<file path="src/clock_mode_defines.vh">
/*
 * Register offsets, field positions, keys, reset values and timing
 * counts for the clock mode controller and its divider.
 * Assumes a 100 MHz register clock and an 8-bit register address.
 */
`ifndef CLOCK_MODE_DEFINES_VH
`define CLOCK_MODE_DEFINES_VH

// register byte offsets
`define OFF_TEST_MODE 8'h00
`define OFF_CLK_SET 8'h04
`define OFF_CLK_CLEAR 8'h08
`define OFF_CLK_STATUS 8'h0C
`define OFF_MODE 8'h10
`define OFF_DIV 8'h14
`define OFF_PLL_MUL 8'h18
`define OFF_STATE 8'h1C

// test mode register: key in the upper half, enable bit 1
`define TEST_KEY 16'hD64A
`define TEST_EN_BIT 1

// clock status bits and the keys that guard bit 7
`define CTL_LF_DIV_BIT 0
`define CTL_CORE_DIV_BIT 1
`define CTL_SLOW_EN_BIT 7
`define CTL_FREE_MASK 8'h03
`define CTL_KEYED_MASK 8'h80
`define CTL_RESET 8'h00
`define SET_KEY 16'h2305
`define CLEAR_KEY 16'h1807

// working mode codes as written to the mode register
`define MODE_CODE_LOW 2'h0
`define MODE_CODE_SLOW 2'h1
`define MODE_CODE_OPER 2'h2

// clock source selection codes
`define SRC_SLOW 2'h0
`define SRC_MOSC 2'h1
`define SRC_DIV 2'h2
`define SRC_PLL 2'h3

// divider and multiplier ranges and reset values
`define DIV_MIN 9'h002
`define DIV_MAX 9'h100
`define DIV_RESET 9'h002
`define MUL_MIN 9'h002
`define MUL_MAX 9'h014
`define MUL_RESET 5'h02

// timing
`define CLK_PERIOD_NS 10
`define RESET_HOLD_MS 5
`define SLOW_STABLE_MS 300
`define SLOW_STABLE_CYCLES (`SLOW_STABLE_MS * 1000000 / `CLK_PERIOD_NS)

`endif

</file>
<file path="src/clock_mode_ctrl.v">
/*
 * Clock mode controller: set/clear/status registers with keyed bits,
 * a test mode register, and selection of core and low-frequency
 * clocks among slow crystal, master oscillator, divider and PLL.
 * Assumes source clocks arrive as pins far slower than MCLK, so that
 * they can be sampled; the PLL itself sits outside and is only steered.
 */
// Our own choices: the plain strobed port and the address map.
// Operation
// - set address: ones in written data set stored bits
// - clear address: ones in written data clear stored bits
// - status address reads back current stored bits
// - keyed bits change only with matching key in same write
// - test enable changes only when key field equals D64A
// - D64A0002 enables test mode, D64A0000 disables it
// - 23050080 to set address sets slow oscillator enable
// - 18070080 to clear address clears slow oscillator enable
// - low power: master, PLL, divider off; both clocks from slow crystal
// - low power: slow clock keeps feeding timers and interrupt logic
// - slow mode: PLL off; core is master or master divided 2..256
// - operational: master and PLL run; core is PLL, multiply 2..20
// - slow/operational: low clock is slow crystal or divided master
`timescale 1ns/10ps
`include "clock_mode_defines.vh"
module clock_mode_ctrl #(
  parameter SLOW_STABLE_CYCLES = `SLOW_STABLE_CYCLES,
  parameter STABLE_WIDTH = 25
) (
  input wire MCLK,
  input wire RST_N,
  input wire [7:0] ADDR,
  input wire [31:0] WDATA,
  input wire WR,
  input wire RD,
  output reg [31:0] RDATA,
  input wire SLOW_CRYSTAL_CLOCK,
  input wire MASTER_OSC_CLOCK,
  input wire PLL_CLOCK,
  output reg CORE_SYSTEM_CLOCK,
  output reg LOW_FREQ_PERIPHERAL_CLOCK,
  output reg SLOW_OSC_ENABLE,
  output reg MASTER_OSC_ENABLE,
  output reg PLL_ENABLE,
  output reg [4:0] PLL_MULTIPLIER,
  output reg TEST_MODE
);
  // one-hot working modes
  localparam LOW_POWER_STATE = 3'h1;
  localparam DIVIDED_MASTER_STATE = 3'h2;
  localparam PLL_RUN_STATE = 3'h4;

  reg [1:0] rst_sync_reg;
  wire rst_n = rst_sync_reg[1];
  reg [2:0] sync1_reg;
  reg [2:0] sync2_reg;
  reg [2:0] sync3_reg;
  reg [2:0] filt_reg;
  reg mosc_prev_reg;
  reg [7:0] ctl_reg;
  reg [7:0] ctl_next;
  reg test_mode_enable_bit_reg;
  reg [2:0] mode_reg;
  reg [2:0] mode_next;
  reg [8:0] div_reg;
  reg [4:0] mul_reg;
  reg [1:0] core_cur_reg;
  reg core_park_reg;
  reg [1:0] lf_cur_reg;
  reg lf_park_reg;
  reg [1:0] core_want;
  reg [1:0] lf_want;
  reg div_run_reg;
  reg [STABLE_WIDTH-1:0] stable_cnt_reg;
  reg slow_stable_reg;
  wire div_level;
  wire [3:0] levels;
  wire [8:0] beta;
  wire [8:0] alpha;
  wire set_key_ok = (WDATA[31:16] == `SET_KEY);
  wire clear_key_ok = (WDATA[31:16] == `CLEAR_KEY);
  wire is_low = mode_reg[0];
  wire is_slow = mode_reg[1];
  wire is_oper = mode_reg[2];

  // restrict a factor to its legal range
  function [8:0] clamp;
    input [8:0] val;
    input [8:0] lo;
    input [8:0] hi;
    begin
      if (val < lo) begin
        clamp = lo;
      end else if (val > hi) begin
        clamp = hi;
      end else begin
        clamp = val;
      end
    end
  endfunction

  // level of the source named by a selection code
  function src_level;
    input [1:0] sel;
    input [3:0] lv;
    begin
      src_level = lv[sel];
    end
  endfunction

  // true when a selection uses the given source
  function uses;
    input [1:0] sel;
    input [1:0] src;
    begin
      uses = (sel == src);
    end
  endfunction

  assign beta = clamp(div_reg, `DIV_MIN, `DIV_MAX);
  assign alpha = clamp({4'h0, mul_reg}, `MUL_MIN, `MUL_MAX);
  assign levels = {filt_reg[2], div_level, filt_reg[1], filt_reg[0]};

  // reset release through two flops
  always @(posedge MCLK or negedge RST_N) begin
    if (!RST_N) begin
      rst_sync_reg <= 2'h0;
    end else begin
      rst_sync_reg <= {rst_sync_reg[0], 1'b1};
    end
  end

  // source clocks pass three flops; accept when the last two agree
  always @(posedge MCLK or negedge rst_n) begin
    if (!rst_n) begin
      sync1_reg <= 3'h0;
      sync2_reg <= 3'h0;
      sync3_reg <= 3'h0;
      filt_reg <= 3'h0;
      mosc_prev_reg <= 1'b0;
    end else begin
      sync1_reg <= {PLL_CLOCK, MASTER_OSC_CLOCK, SLOW_CRYSTAL_CLOCK};
      sync2_reg <= sync1_reg;
      sync3_reg <= sync2_reg;
      filt_reg <= (sync2_reg & sync3_reg) | (filt_reg & (sync2_reg ^ sync3_reg));
      mosc_prev_reg <= filt_reg[1];
    end
  end

  // next value of the clock status bits
  always @* begin
    ctl_next = ctl_reg;
    if (WR && ADDR == `OFF_CLK_SET) begin
      ctl_next = ctl_reg | (WDATA[7:0] & `CTL_FREE_MASK);
      if (set_key_ok) begin
        ctl_next = ctl_next | (WDATA[7:0] & `CTL_KEYED_MASK);
      end
    end else if (WR && ADDR == `OFF_CLK_CLEAR) begin
      ctl_next = ctl_reg & ~(WDATA[7:0] & `CTL_FREE_MASK);
      if (clear_key_ok) begin
        ctl_next = ctl_next & ~(WDATA[7:0] & `CTL_KEYED_MASK);
      end
    end
  end

  // next working mode; unknown codes leave the mode alone
  always @* begin
    mode_next = mode_reg;
    if (WR && ADDR == `OFF_MODE) begin
      case (WDATA[1:0])
        `MODE_CODE_LOW: begin
          mode_next = LOW_POWER_STATE;
        end
        `MODE_CODE_SLOW: begin
          mode_next = DIVIDED_MASTER_STATE;
        end
        `MODE_CODE_OPER: begin
          mode_next = PLL_RUN_STATE;
        end
        default: begin
          mode_next = mode_reg;
        end
      endcase
    end
  end

  // register writes
  always @(posedge MCLK or negedge rst_n) begin
    if (!rst_n) begin
      ctl_reg <= `CTL_RESET;
      test_mode_enable_bit_reg <= 1'b0;
      mode_reg <= LOW_POWER_STATE;
      div_reg <= `DIV_RESET;
      mul_reg <= `MUL_RESET;
    end else begin
      ctl_reg <= ctl_next;
      mode_reg <= mode_next;
      if (WR && ADDR == `OFF_TEST_MODE && WDATA[31:16] == `TEST_KEY) begin
        test_mode_enable_bit_reg <= WDATA[`TEST_EN_BIT];
      end
      if (WR && ADDR == `OFF_DIV) begin
        div_reg <= WDATA[8:0];
      end
      if (WR && ADDR == `OFF_PLL_MUL) begin
        mul_reg <= WDATA[4:0];
      end
    end
  end

  // wanted sources for each working mode
  always @* begin
    core_want = `SRC_SLOW;
    lf_want = `SRC_SLOW;
    case (mode_reg)
      LOW_POWER_STATE: begin
        core_want = `SRC_SLOW;
        lf_want = `SRC_SLOW;
      end
      DIVIDED_MASTER_STATE: begin
        core_want = ctl_reg[`CTL_CORE_DIV_BIT] ? `SRC_DIV : `SRC_MOSC;
        lf_want = ctl_reg[`CTL_LF_DIV_BIT] ? `SRC_DIV : `SRC_SLOW;
      end
      PLL_RUN_STATE: begin
        core_want = `SRC_PLL;
        lf_want = ctl_reg[`CTL_LF_DIV_BIT] ? `SRC_DIV : `SRC_SLOW;
      end
      default: begin
        core_want = `SRC_SLOW;
        lf_want = `SRC_SLOW;
      end
    endcase
  end

  // core clock switch: park low when the old source is low, leave
  // the park only when the new source is low, so no pulse is cut short
  always @(posedge MCLK or negedge rst_n) begin
    if (!rst_n) begin
      core_cur_reg <= `SRC_SLOW;
      core_park_reg <= 1'b0;
      CORE_SYSTEM_CLOCK <= 1'b0;
    end else begin
      if (!core_park_reg) begin
        if (core_want != core_cur_reg && !src_level(core_cur_reg, levels)) begin
          core_park_reg <= 1'b1;
          CORE_SYSTEM_CLOCK <= 1'b0;
        end else begin
          CORE_SYSTEM_CLOCK <= src_level(core_cur_reg, levels);
        end
      end else begin
        CORE_SYSTEM_CLOCK <= 1'b0;
        if (!src_level(core_want, levels)) begin
          core_cur_reg <= core_want;
          core_park_reg <= 1'b0;
        end
      end
    end
  end

  // low-frequency clock switch, same parking scheme
  always @(posedge MCLK or negedge rst_n) begin
    if (!rst_n) begin
      lf_cur_reg <= `SRC_SLOW;
      lf_park_reg <= 1'b0;
      LOW_FREQ_PERIPHERAL_CLOCK <= 1'b0;
    end else begin
      if (!lf_park_reg) begin
        if (lf_want != lf_cur_reg && !src_level(lf_cur_reg, levels)) begin
          lf_park_reg <= 1'b1;
          LOW_FREQ_PERIPHERAL_CLOCK <= 1'b0;
        end else begin
          LOW_FREQ_PERIPHERAL_CLOCK <= src_level(lf_cur_reg, levels);
        end
      end else begin
        LOW_FREQ_PERIPHERAL_CLOCK <= 1'b0;
        if (!src_level(lf_want, levels)) begin
          lf_cur_reg <= lf_want;
          lf_park_reg <= 1'b0;
        end
      end
    end
  end

  // source enables; a source stays on while a switch still uses it,
  // otherwise a stopped source held high would stall the park forever
  always @(posedge MCLK or negedge rst_n) begin
    if (!rst_n) begin
      SLOW_OSC_ENABLE <= 1'b1;
      MASTER_OSC_ENABLE <= 1'b0;
      PLL_ENABLE <= 1'b0;
      div_run_reg <= 1'b0;
      PLL_MULTIPLIER <= `MUL_RESET;
      TEST_MODE <= 1'b0;
    end else begin
      SLOW_OSC_ENABLE <= is_low | ctl_reg[`CTL_SLOW_EN_BIT]
        | uses(core_cur_reg, `SRC_SLOW) | uses(lf_cur_reg, `SRC_SLOW);
      MASTER_OSC_ENABLE <= !is_low | !uses(core_cur_reg, `SRC_SLOW)
        | !uses(lf_cur_reg, `SRC_SLOW);
      PLL_ENABLE <= is_oper | uses(core_cur_reg, `SRC_PLL);
      div_run_reg <= (!is_low & (uses(core_want, `SRC_DIV)
        | uses(lf_want, `SRC_DIV))) | uses(core_cur_reg, `SRC_DIV)
        | uses(lf_cur_reg, `SRC_DIV);
      PLL_MULTIPLIER <= alpha[4:0];
      TEST_MODE <= test_mode_enable_bit_reg;
    end
  end

  // master divider, counting sampled master rising edges
  edge_divider #(
    .WIDTH(9)
  ) u_divider (
    .clk(MCLK),
    .rst_n(rst_n),
    .run(div_run_reg),
    .edge_pulse(filt_reg[1] & ~mosc_prev_reg),
    .factor(beta),
    .level_reg(div_level)
  );

  // slow crystal settle time, counted from reset release
  always @(posedge MCLK or negedge rst_n) begin
    if (!rst_n) begin
      stable_cnt_reg <= {STABLE_WIDTH{1'b0}};
      slow_stable_reg <= 1'b0;
    end else if (!slow_stable_reg) begin
      if (stable_cnt_reg >= SLOW_STABLE_CYCLES[STABLE_WIDTH-1:0] - 1'b1) begin
        slow_stable_reg <= 1'b1;
      end else begin
        stable_cnt_reg <= stable_cnt_reg + {{(STABLE_WIDTH-1){1'b0}}, 1'b1};
      end
    end
  end

  // read data one cycle after the strobe; unmapped reads give zero
  always @(posedge MCLK or negedge rst_n) begin
    if (!rst_n) begin
      RDATA <= 32'h00000000;
    end else if (RD) begin
      if (ADDR == `OFF_TEST_MODE) begin
        RDATA <= {30'h0, test_mode_enable_bit_reg, 1'b0};
      end else if (ADDR == `OFF_CLK_STATUS) begin
        RDATA <= {24'h0, ctl_reg};
      end else if (ADDR == `OFF_MODE) begin
        RDATA <= {30'h0, is_oper, is_slow};
      end else if (ADDR == `OFF_DIV) begin
        RDATA <= {23'h0, div_reg};
      end else if (ADDR == `OFF_PLL_MUL) begin
        RDATA <= {27'h0, mul_reg};
      end else if (ADDR == `OFF_STATE) begin
        RDATA <= {21'h0, slow_stable_reg, lf_park_reg, core_park_reg,
          lf_cur_reg, core_cur_reg, 1'b0, mode_reg};
      end else begin
        RDATA <= 32'h00000000;
      end
    end else begin
      RDATA <= 32'h00000000;
    end
  end
endmodule

</file>
<file path="src/edge_divider.v">
/*
 * Programmable divider for the sampled master oscillator.
 * Counts master rising-edge pulses made in the register clock domain;
 * the factor is already clamped by the caller to its legal range.
 */
`timescale 1ns/10ps
module edge_divider #(
  parameter WIDTH = 9
) (
  input wire clk,
  input wire rst_n,
  input wire run,
  input wire edge_pulse,
  input wire [WIDTH-1:0] factor,
  output reg level_reg
);
  reg [WIDTH-1:0] count_reg;
  wire [WIDTH-1:0] half = factor >> 1;

  // count master edges; high for the first half of each period
  always @(posedge clk or negedge rst_n) begin
    if (!rst_n) begin
      count_reg <= {WIDTH{1'b0}};
      level_reg <= 1'b0;
    end else if (!run) begin
      // stopped divider rests low so a clock switch can leave it
      count_reg <= {WIDTH{1'b0}};
      level_reg <= 1'b0;
    end else if (edge_pulse) begin
      if (count_reg >= factor - {{(WIDTH-1){1'b0}}, 1'b1}) begin
        count_reg <= {WIDTH{1'b0}};
        level_reg <= 1'b1;
      end else begin
        count_reg <= count_reg + {{(WIDTH-1){1'b0}}, 1'b1};
        level_reg <= (count_reg + {{(WIDTH-1){1'b0}}, 1'b1}) < half;
      end
    end
  end
endmodule

</file>
<file path="config.mk">
export PLATFORM = sky130hd
export DESIGN_NAME = clock_mode_ctrl
export DESIGN_NICKNAME = d
export VERILOG_FILES = /design/src/clock_mode_ctrl.v /design/src/edge_divider.v
export VERILOG_INCLUDE_DIRS = /design/src
export SDC_FILE = /design/constraint.sdc
export NUM_CORES = 1
export LEC_CHECK = 0
export BUFFER_PORTS_ARGS = -buffer_cell sky130_fd_sc_hd__buf_4
export CAP_MARGIN = 20
export CORE_MARGIN = 2
export CORE_UTILIZATION = 61
export CTS_CLUSTER_DIAMETER = 80
export DETAILED_ROUTE_END_ITERATION = 8
export PLACE_DENSITY = 0.88
export SETUP_SLACK_MARGIN = 0.05
export SYNTH_ARGS = -nofsm -noshare
export SYNTH_HDL_FRONTEND = slang
export SYNTH_SLANG_ARGS = --single-unit
</file>
<file path="constraint.sdc">
create_clock -name MCLK -period 5.9 [get_ports MCLK]
set_clock_uncertainty 0.2 [all_clocks]
set_input_delay 1.18 -clock MCLK [delete_from_list [all_inputs] [get_ports MCLK]]
set_output_delay 1.18 -clock MCLK [all_outputs]
set_load 0.01 [all_outputs]
</file>
; After elaboration in Yosys (flattened, before gate mapping)
; Cells that the tools add are included.
[word_totals]
in_bits = 47
output_inout_bits = 43
register_bits = 127
elab_cells = 161
[op_classes]
add_sub_neg = 3
n_lt_le_gt_ge = 11
muxes = 46
n_bitwise = 26
reduce_logical = 25
n_eq_ne = 22
[op_table]
columns = operator, count
row1 = 2-to-1 mux 32 bit, 3
row2 = 2-to-1 mux 9 bit, 5
row3 = 2-to-1 mux 11 bit, 4
row4 = "equality test 8 x 5 -> 1 bit, second input constant", 4
row5 = 2-to-1 mux 8 bit, 4
row6 = "adder 25 x 1 -> 25 bit, second input constant", 1
row7 = "greater-or-equal comparator 25 bit, second input constant", 1
row8 = 2-to-1 mux 1 bit, 19
row9 = bitwise AND 8 bit, 2
row10 = "equality test 16 x 13 -> 1 bit, second input constant", 1
row11 = "equality test 16 x 14 -> 1 bit, second input constant", 1
row12 = "equality test 16 bit, second input constant", 1
row13 = "equality test 8 x 4 -> 1 bit, second input constant", 2
row14 = "equality test 2 bit, second input constant", 6
row15 = "less-than comparator 2 x 3 -> 1 bit, second input constant", 4
row16 = 2-to-1 mux 5 bit, 2
row17 = "adder 9 x 1 -> 9 bit, second input constant", 1
row18 = greater-or-equal comparator 9 bit, 1
row19 = "greater-than comparator 9 bit, second input constant", 1
row20 = logical AND 1 bit, 9
row21 = "less-than comparator 9 x 2 -> 1 bit, second input constant", 1
row22 = less-than comparator 9 x 8 -> 1 bit, 1
row23 = bitwise OR 1 bit, 9
row24 = case mux 3 bit (3 select lines), 1
row25 = other kinds (28), 49

; Longest topological paths before layout
[depth]
depth_word = 8
depth_mapped = 14
ltp_nobuf = 13

; By module
; A second synthesis with hierarchy kept.
[unflattened]
hier_cells = 521
hier_area_um2 = 5454.0
[by_module_without_submodules]
columns = module, area_each_um2, instances, cells_each, seq_area_each_um2
row1 = clock_mode_ctrl, 4304.1, 1, 384, 2258.4
row2 = edge_divider, 1149.9, 1, 137, 250.2

; Least setup slack after synthesis
; OpenSTA, ideal clock, no wires.
[synth_path]
path_kind = reg-to-reg
startpoint = reg div_reg[6]
endpoint = reg u_divider.count_reg[1]
setup_time_ns = 0.066
synth_period_minus_slack_ns = 3.241
path_stages_with_launch = 15
t_arrival_ns = 2.975
n_path_buf = 1
slack_ns = 2.659
t_required_ns = 5.634
path_cell_list = dfrtp_1 nor3_1 nand2_1 o211ai_1 ha_1 nand3_1 nand3b_1 xnor2_1 ha_1 a2111oi_0 and3_1 o31a_1 or2_1 buf_2 a22o_1
[synth_between]
elab_chain_cells = 8
word_cells_on_any_way = 9
classes_between = add/sub (1) / order compare (3) / mux (5)
[synth_lines]
columns = element, line_no
row1 = "start, declared", clock_mode_ctrl.v:64  ; reg [8:0] div_reg;
row2 = "start signal, assigned", clock_mode_ctrl.v:192  ; div_reg <= `DIV_RESET;
row3 = "start signal, assigned", clock_mode_ctrl.v:201  ; div_reg <= WDATA[8:0];
row4 = greater-than comparator 9 bit, clock_mode_ctrl.v:93  ; end else if (val > hi) begin
row5 = 2-to-1 mux 9 bit, clock_mode_ctrl.v:93
row6 = 2-to-1 mux 9 bit *, clock_mode_ctrl.v:91  ; if (val < lo) begin
row7 = subtractor 9 x 1 -> 9 bit *, edge_divider.v:30  ; if (count_reg >= factor - {{(WIDTH-1){1'b0}}, 1'b1}) begin
row8 = greater-or-equal comparator 9 bit *, edge_divider.v:30
row9 = 2-to-1 mux 9 bit *, edge_divider.v:30
row10 = 2-to-1 mux 9 bit *, edge_divider.v:29  ; end else if (edge_pulse) begin
row11 = 2-to-1 mux 9 bit *, edge_divider.v:25  ; end else if (!run) begin
row12 = "end signal, assigned", edge_divider.v:27  ; count_reg <= {WIDTH{1'b0}};
row13 = "end signal, assigned", edge_divider.v:31  ; count_reg <= {WIDTH{1'b0}};
row14 = "end signal, assigned", edge_divider.v:34  ; count_reg <= count_reg + {{(WIDTH-1){1'b0}}, 1'b1};
row15 = "end, declared", edge_divider.v:17  ; reg [WIDTH-1:0] count_reg;
; Every way passes the cells marked *; elsewhere a longest branch is shown, timed or not. The select of a mux whose other input is x is not followed.
; A chain may end at the register's enable or synchronous reset.

; Worst setup path after layout
[layout_path]
startpoint = reg div_reg[6]
endpoint = reg u_divider.count_reg[4]
; Same word-level chain as after synthesis.

==> results.ini <==
[finish]
finalNonFillerCells=680
area_growth_syn_to_layout_pct=11.6
diodes=0
fin_nets=639
fillerInstances=609
largest_reg_flops=25
drive_gt1_share_pct=21.2

[global_routing]
track_usage_pct=24.1
grt_pass1_wl_microns=18700
grt_max_degree=64
grt_overflow=0
grt_pass1_vias=3950
antenna_found_initial=0

[timing]
fin_crit_ns=3.76
fin_crit_sh_pct=63.7
worstMarginPinSlew_ns=0.859
tns_ns=0
rsz0062_at_grt=false
max_freq_ghz=0.266
slew_violations=0
holdWs_ns=0.0873
relSlewSlack_pct=42.5
layout_setup_ws_ns=2.14
finalSetupViolCount=0
finalHoldViolCount=0

[synthesis]
ys_types=69
synth_edf_count=0
synth-seq-cells=100
synth_top_cell_by_area=dfrtp_1
synth_flop_cell=dfrtp_1
netlist.area_leader.share_pct=44.1
synth_area_sq_um=5390
ys_seq_area_share_pct=46.6
syn_avg_cell_area_sq_um=10.5
synthArstFlopShare_pct=100
syn_inst=512
yosysMostFrequentCell=dfrtp_1
yosysWarnings=0
yosys-top-cells-area=dfrtp_1 44%, ha_1 5.8%, xor2_1 3.7%
netlist_top_cells_count=95 x dfrtp_1, 39 x nand2_1, 37 x nor2_1

[clocking]
postCtsHoldBufs=0
cts_buffer_depth=2
post_cts_buffers=0
clk_latency_ns=0.37
numCtsBuffers=9
htree_levels=3
path_clk_slew_ns=0.09
cts.repair.resized=0
cts_tree=done
clock-root-buffer=clkbuf_8
cts_sinks=100

[setup_path]
cp_top_family=simple AND/OR/NAND/NOR gates
worst_setup_path_start_kind=flop
r2r_start=div_reg[6]
slowest_delay_ns=0.52
critPathCaptureType=flop
rrSetupSlack_ns=2.14
reg2reg_to=u_divider.count_reg[4]
crit_required_ns=6.01
critPathKind=reg -> reg
arrival_ns=3.86
crit_fanout=7
r2r_cells=13
crit_path_frequent_cell=ha_1
crit_chain=nor3_1 > nand2_1 > o211ai_1 > ha_1 > nand3_1 > nand3b_1 > xnor2_1 > ha_1 > a2111oi_0 > and3_1 > o31a_1 > or2_1 > a22o_1
crit_slowest_cell=a2111oi_0
path_buf_inv=0

[placed_design]
gp_congestion=0.879
hpwl_microns=8490
io_buffers=61
dpl.cell_count=664
dp_slack_ns=2.20

[drt]
drt_pass1_iterations=8
avgViaCountPerCell=6.06
drc=0
antenna_left=0
vias=4123
wl_per_cell_microns=16.9
routed_wl_microns=11500
drtIter0Drc=282

[job]
cap_viol_max_count=0

[floorplan]
fp-row-count=34
coreArea_sq_um=8640
die_h_microns=98.0
io_pins=90
dieArea_sq_um=9600
die_w_microns=98.0
initial_utilization_pct=62.4

[outcome]
status=completed

[power]
p_per_area_nw_per_um2=228
power.leakage_nw=2.92
peakVddDrop_mv=0.153

[hold_path]
hp-class=reg -> async

==> layout by cell type, fill, tap and decap left out, types with 3 or more instances in the layout <==
master,count
nor2_1,37
dfstp_2,5
xnor2_1,11
nand2_1,39
clkbuf_8,10
o211ai_1,5
nand3_1,21
o21a_1,3
nor3_2,6
ha_1,25
mux4_2,3
clkinv_2,3
o21ai_1,3
nor3_1,14
inv_1,12
nor2_2,3
nand2b_1,5
nand3b_1,5
a21oi_1,15
nor3b_1,3
nand4_1,9
a22o_1,8
mux2i_1,3
a21o_1,8
mux2_1,8
dfrtp_1,94
a22oi_1,5
xor2_1,23
nor4_2,3
o21ai_0,17
and3_1,12
mux2_2,11
nor4_1,6
conb_1,22
buf_4,62
nor2b_1,8
==> how the worst max path moves through the flow <==
stage,slack (ns),endpoint,startpoint,cells after the start
final,2.14,u_divider.count_reg[4],div_reg[6],13
after global routing,1.77,u_divider.count_reg[4],div_reg[6],13
after CTS,2.15,u_divider.count_reg[4],div_reg[6],13
after detailed placement,2.20,u_divider.count_reg[1],div_reg[6],13
after global placement,2.32,u_divider.count_reg[3],div_reg[6],13
after floorplan,2.66,u_divider.count_reg[1],div_reg[6],14
==> logic make-up (layout without fill, tap and decap cells) <==
family	count (synthesis)	after routing	synth area share [%]
xor gates and xnor gates	34	34	5.53
adders and majority gates	26	26	5.99
buffers and inverters	51	91	5.20
and+or+nand+nor	189	189	19.7
AOI/OAI and AO/OA	85	85	11.1
DFF	100	100	46.6
muxes	25	25	5.78
other	2	22	0.139
==> cell type report <==
class / count / area [sq um] / area share, %
Inverter: 13 / 48.8 / 0.811
Clock buffer: 10 / 138 / 2.29
Sequential cell: 100 / 2510 / 41.8
Timing Repair Buffer: 62 / 465 / 7.74
Tap cell: 108 / 135 / 2.25
Clock inverter: 6 / 38.8 / 0.645
Multi-Input combinational cell: 381 / 2680 / 44.5
==> layer usage <==
metal,part of all wire [%],GRT usage [%],up-vias
met3,6.9,4.29,21
met4,1.7,7.48,0
met5,0,0,-
li1,-,-,1906
met1,44,34.6,2018
met2,48,37.7,178
==> metrics by stage <==
stage	util, %	cell area, sq um	power, mW
floorplan	-	5460	0.915
global placement	67.6	5840	0.971
detailed placement	67.6	5840	0.982
CTS	69.6	6010	1.37
global route	69.6	6010	1.44
finish	69.6	6010	1.37
==> where the power goes <==
group	internal, mW	switching [mW]
Clock	0.164	0.237
Sequential	0.719	0.0435
Combinational	0.101	0.109
Note: power is estimated with default switching activity, not from simulation.
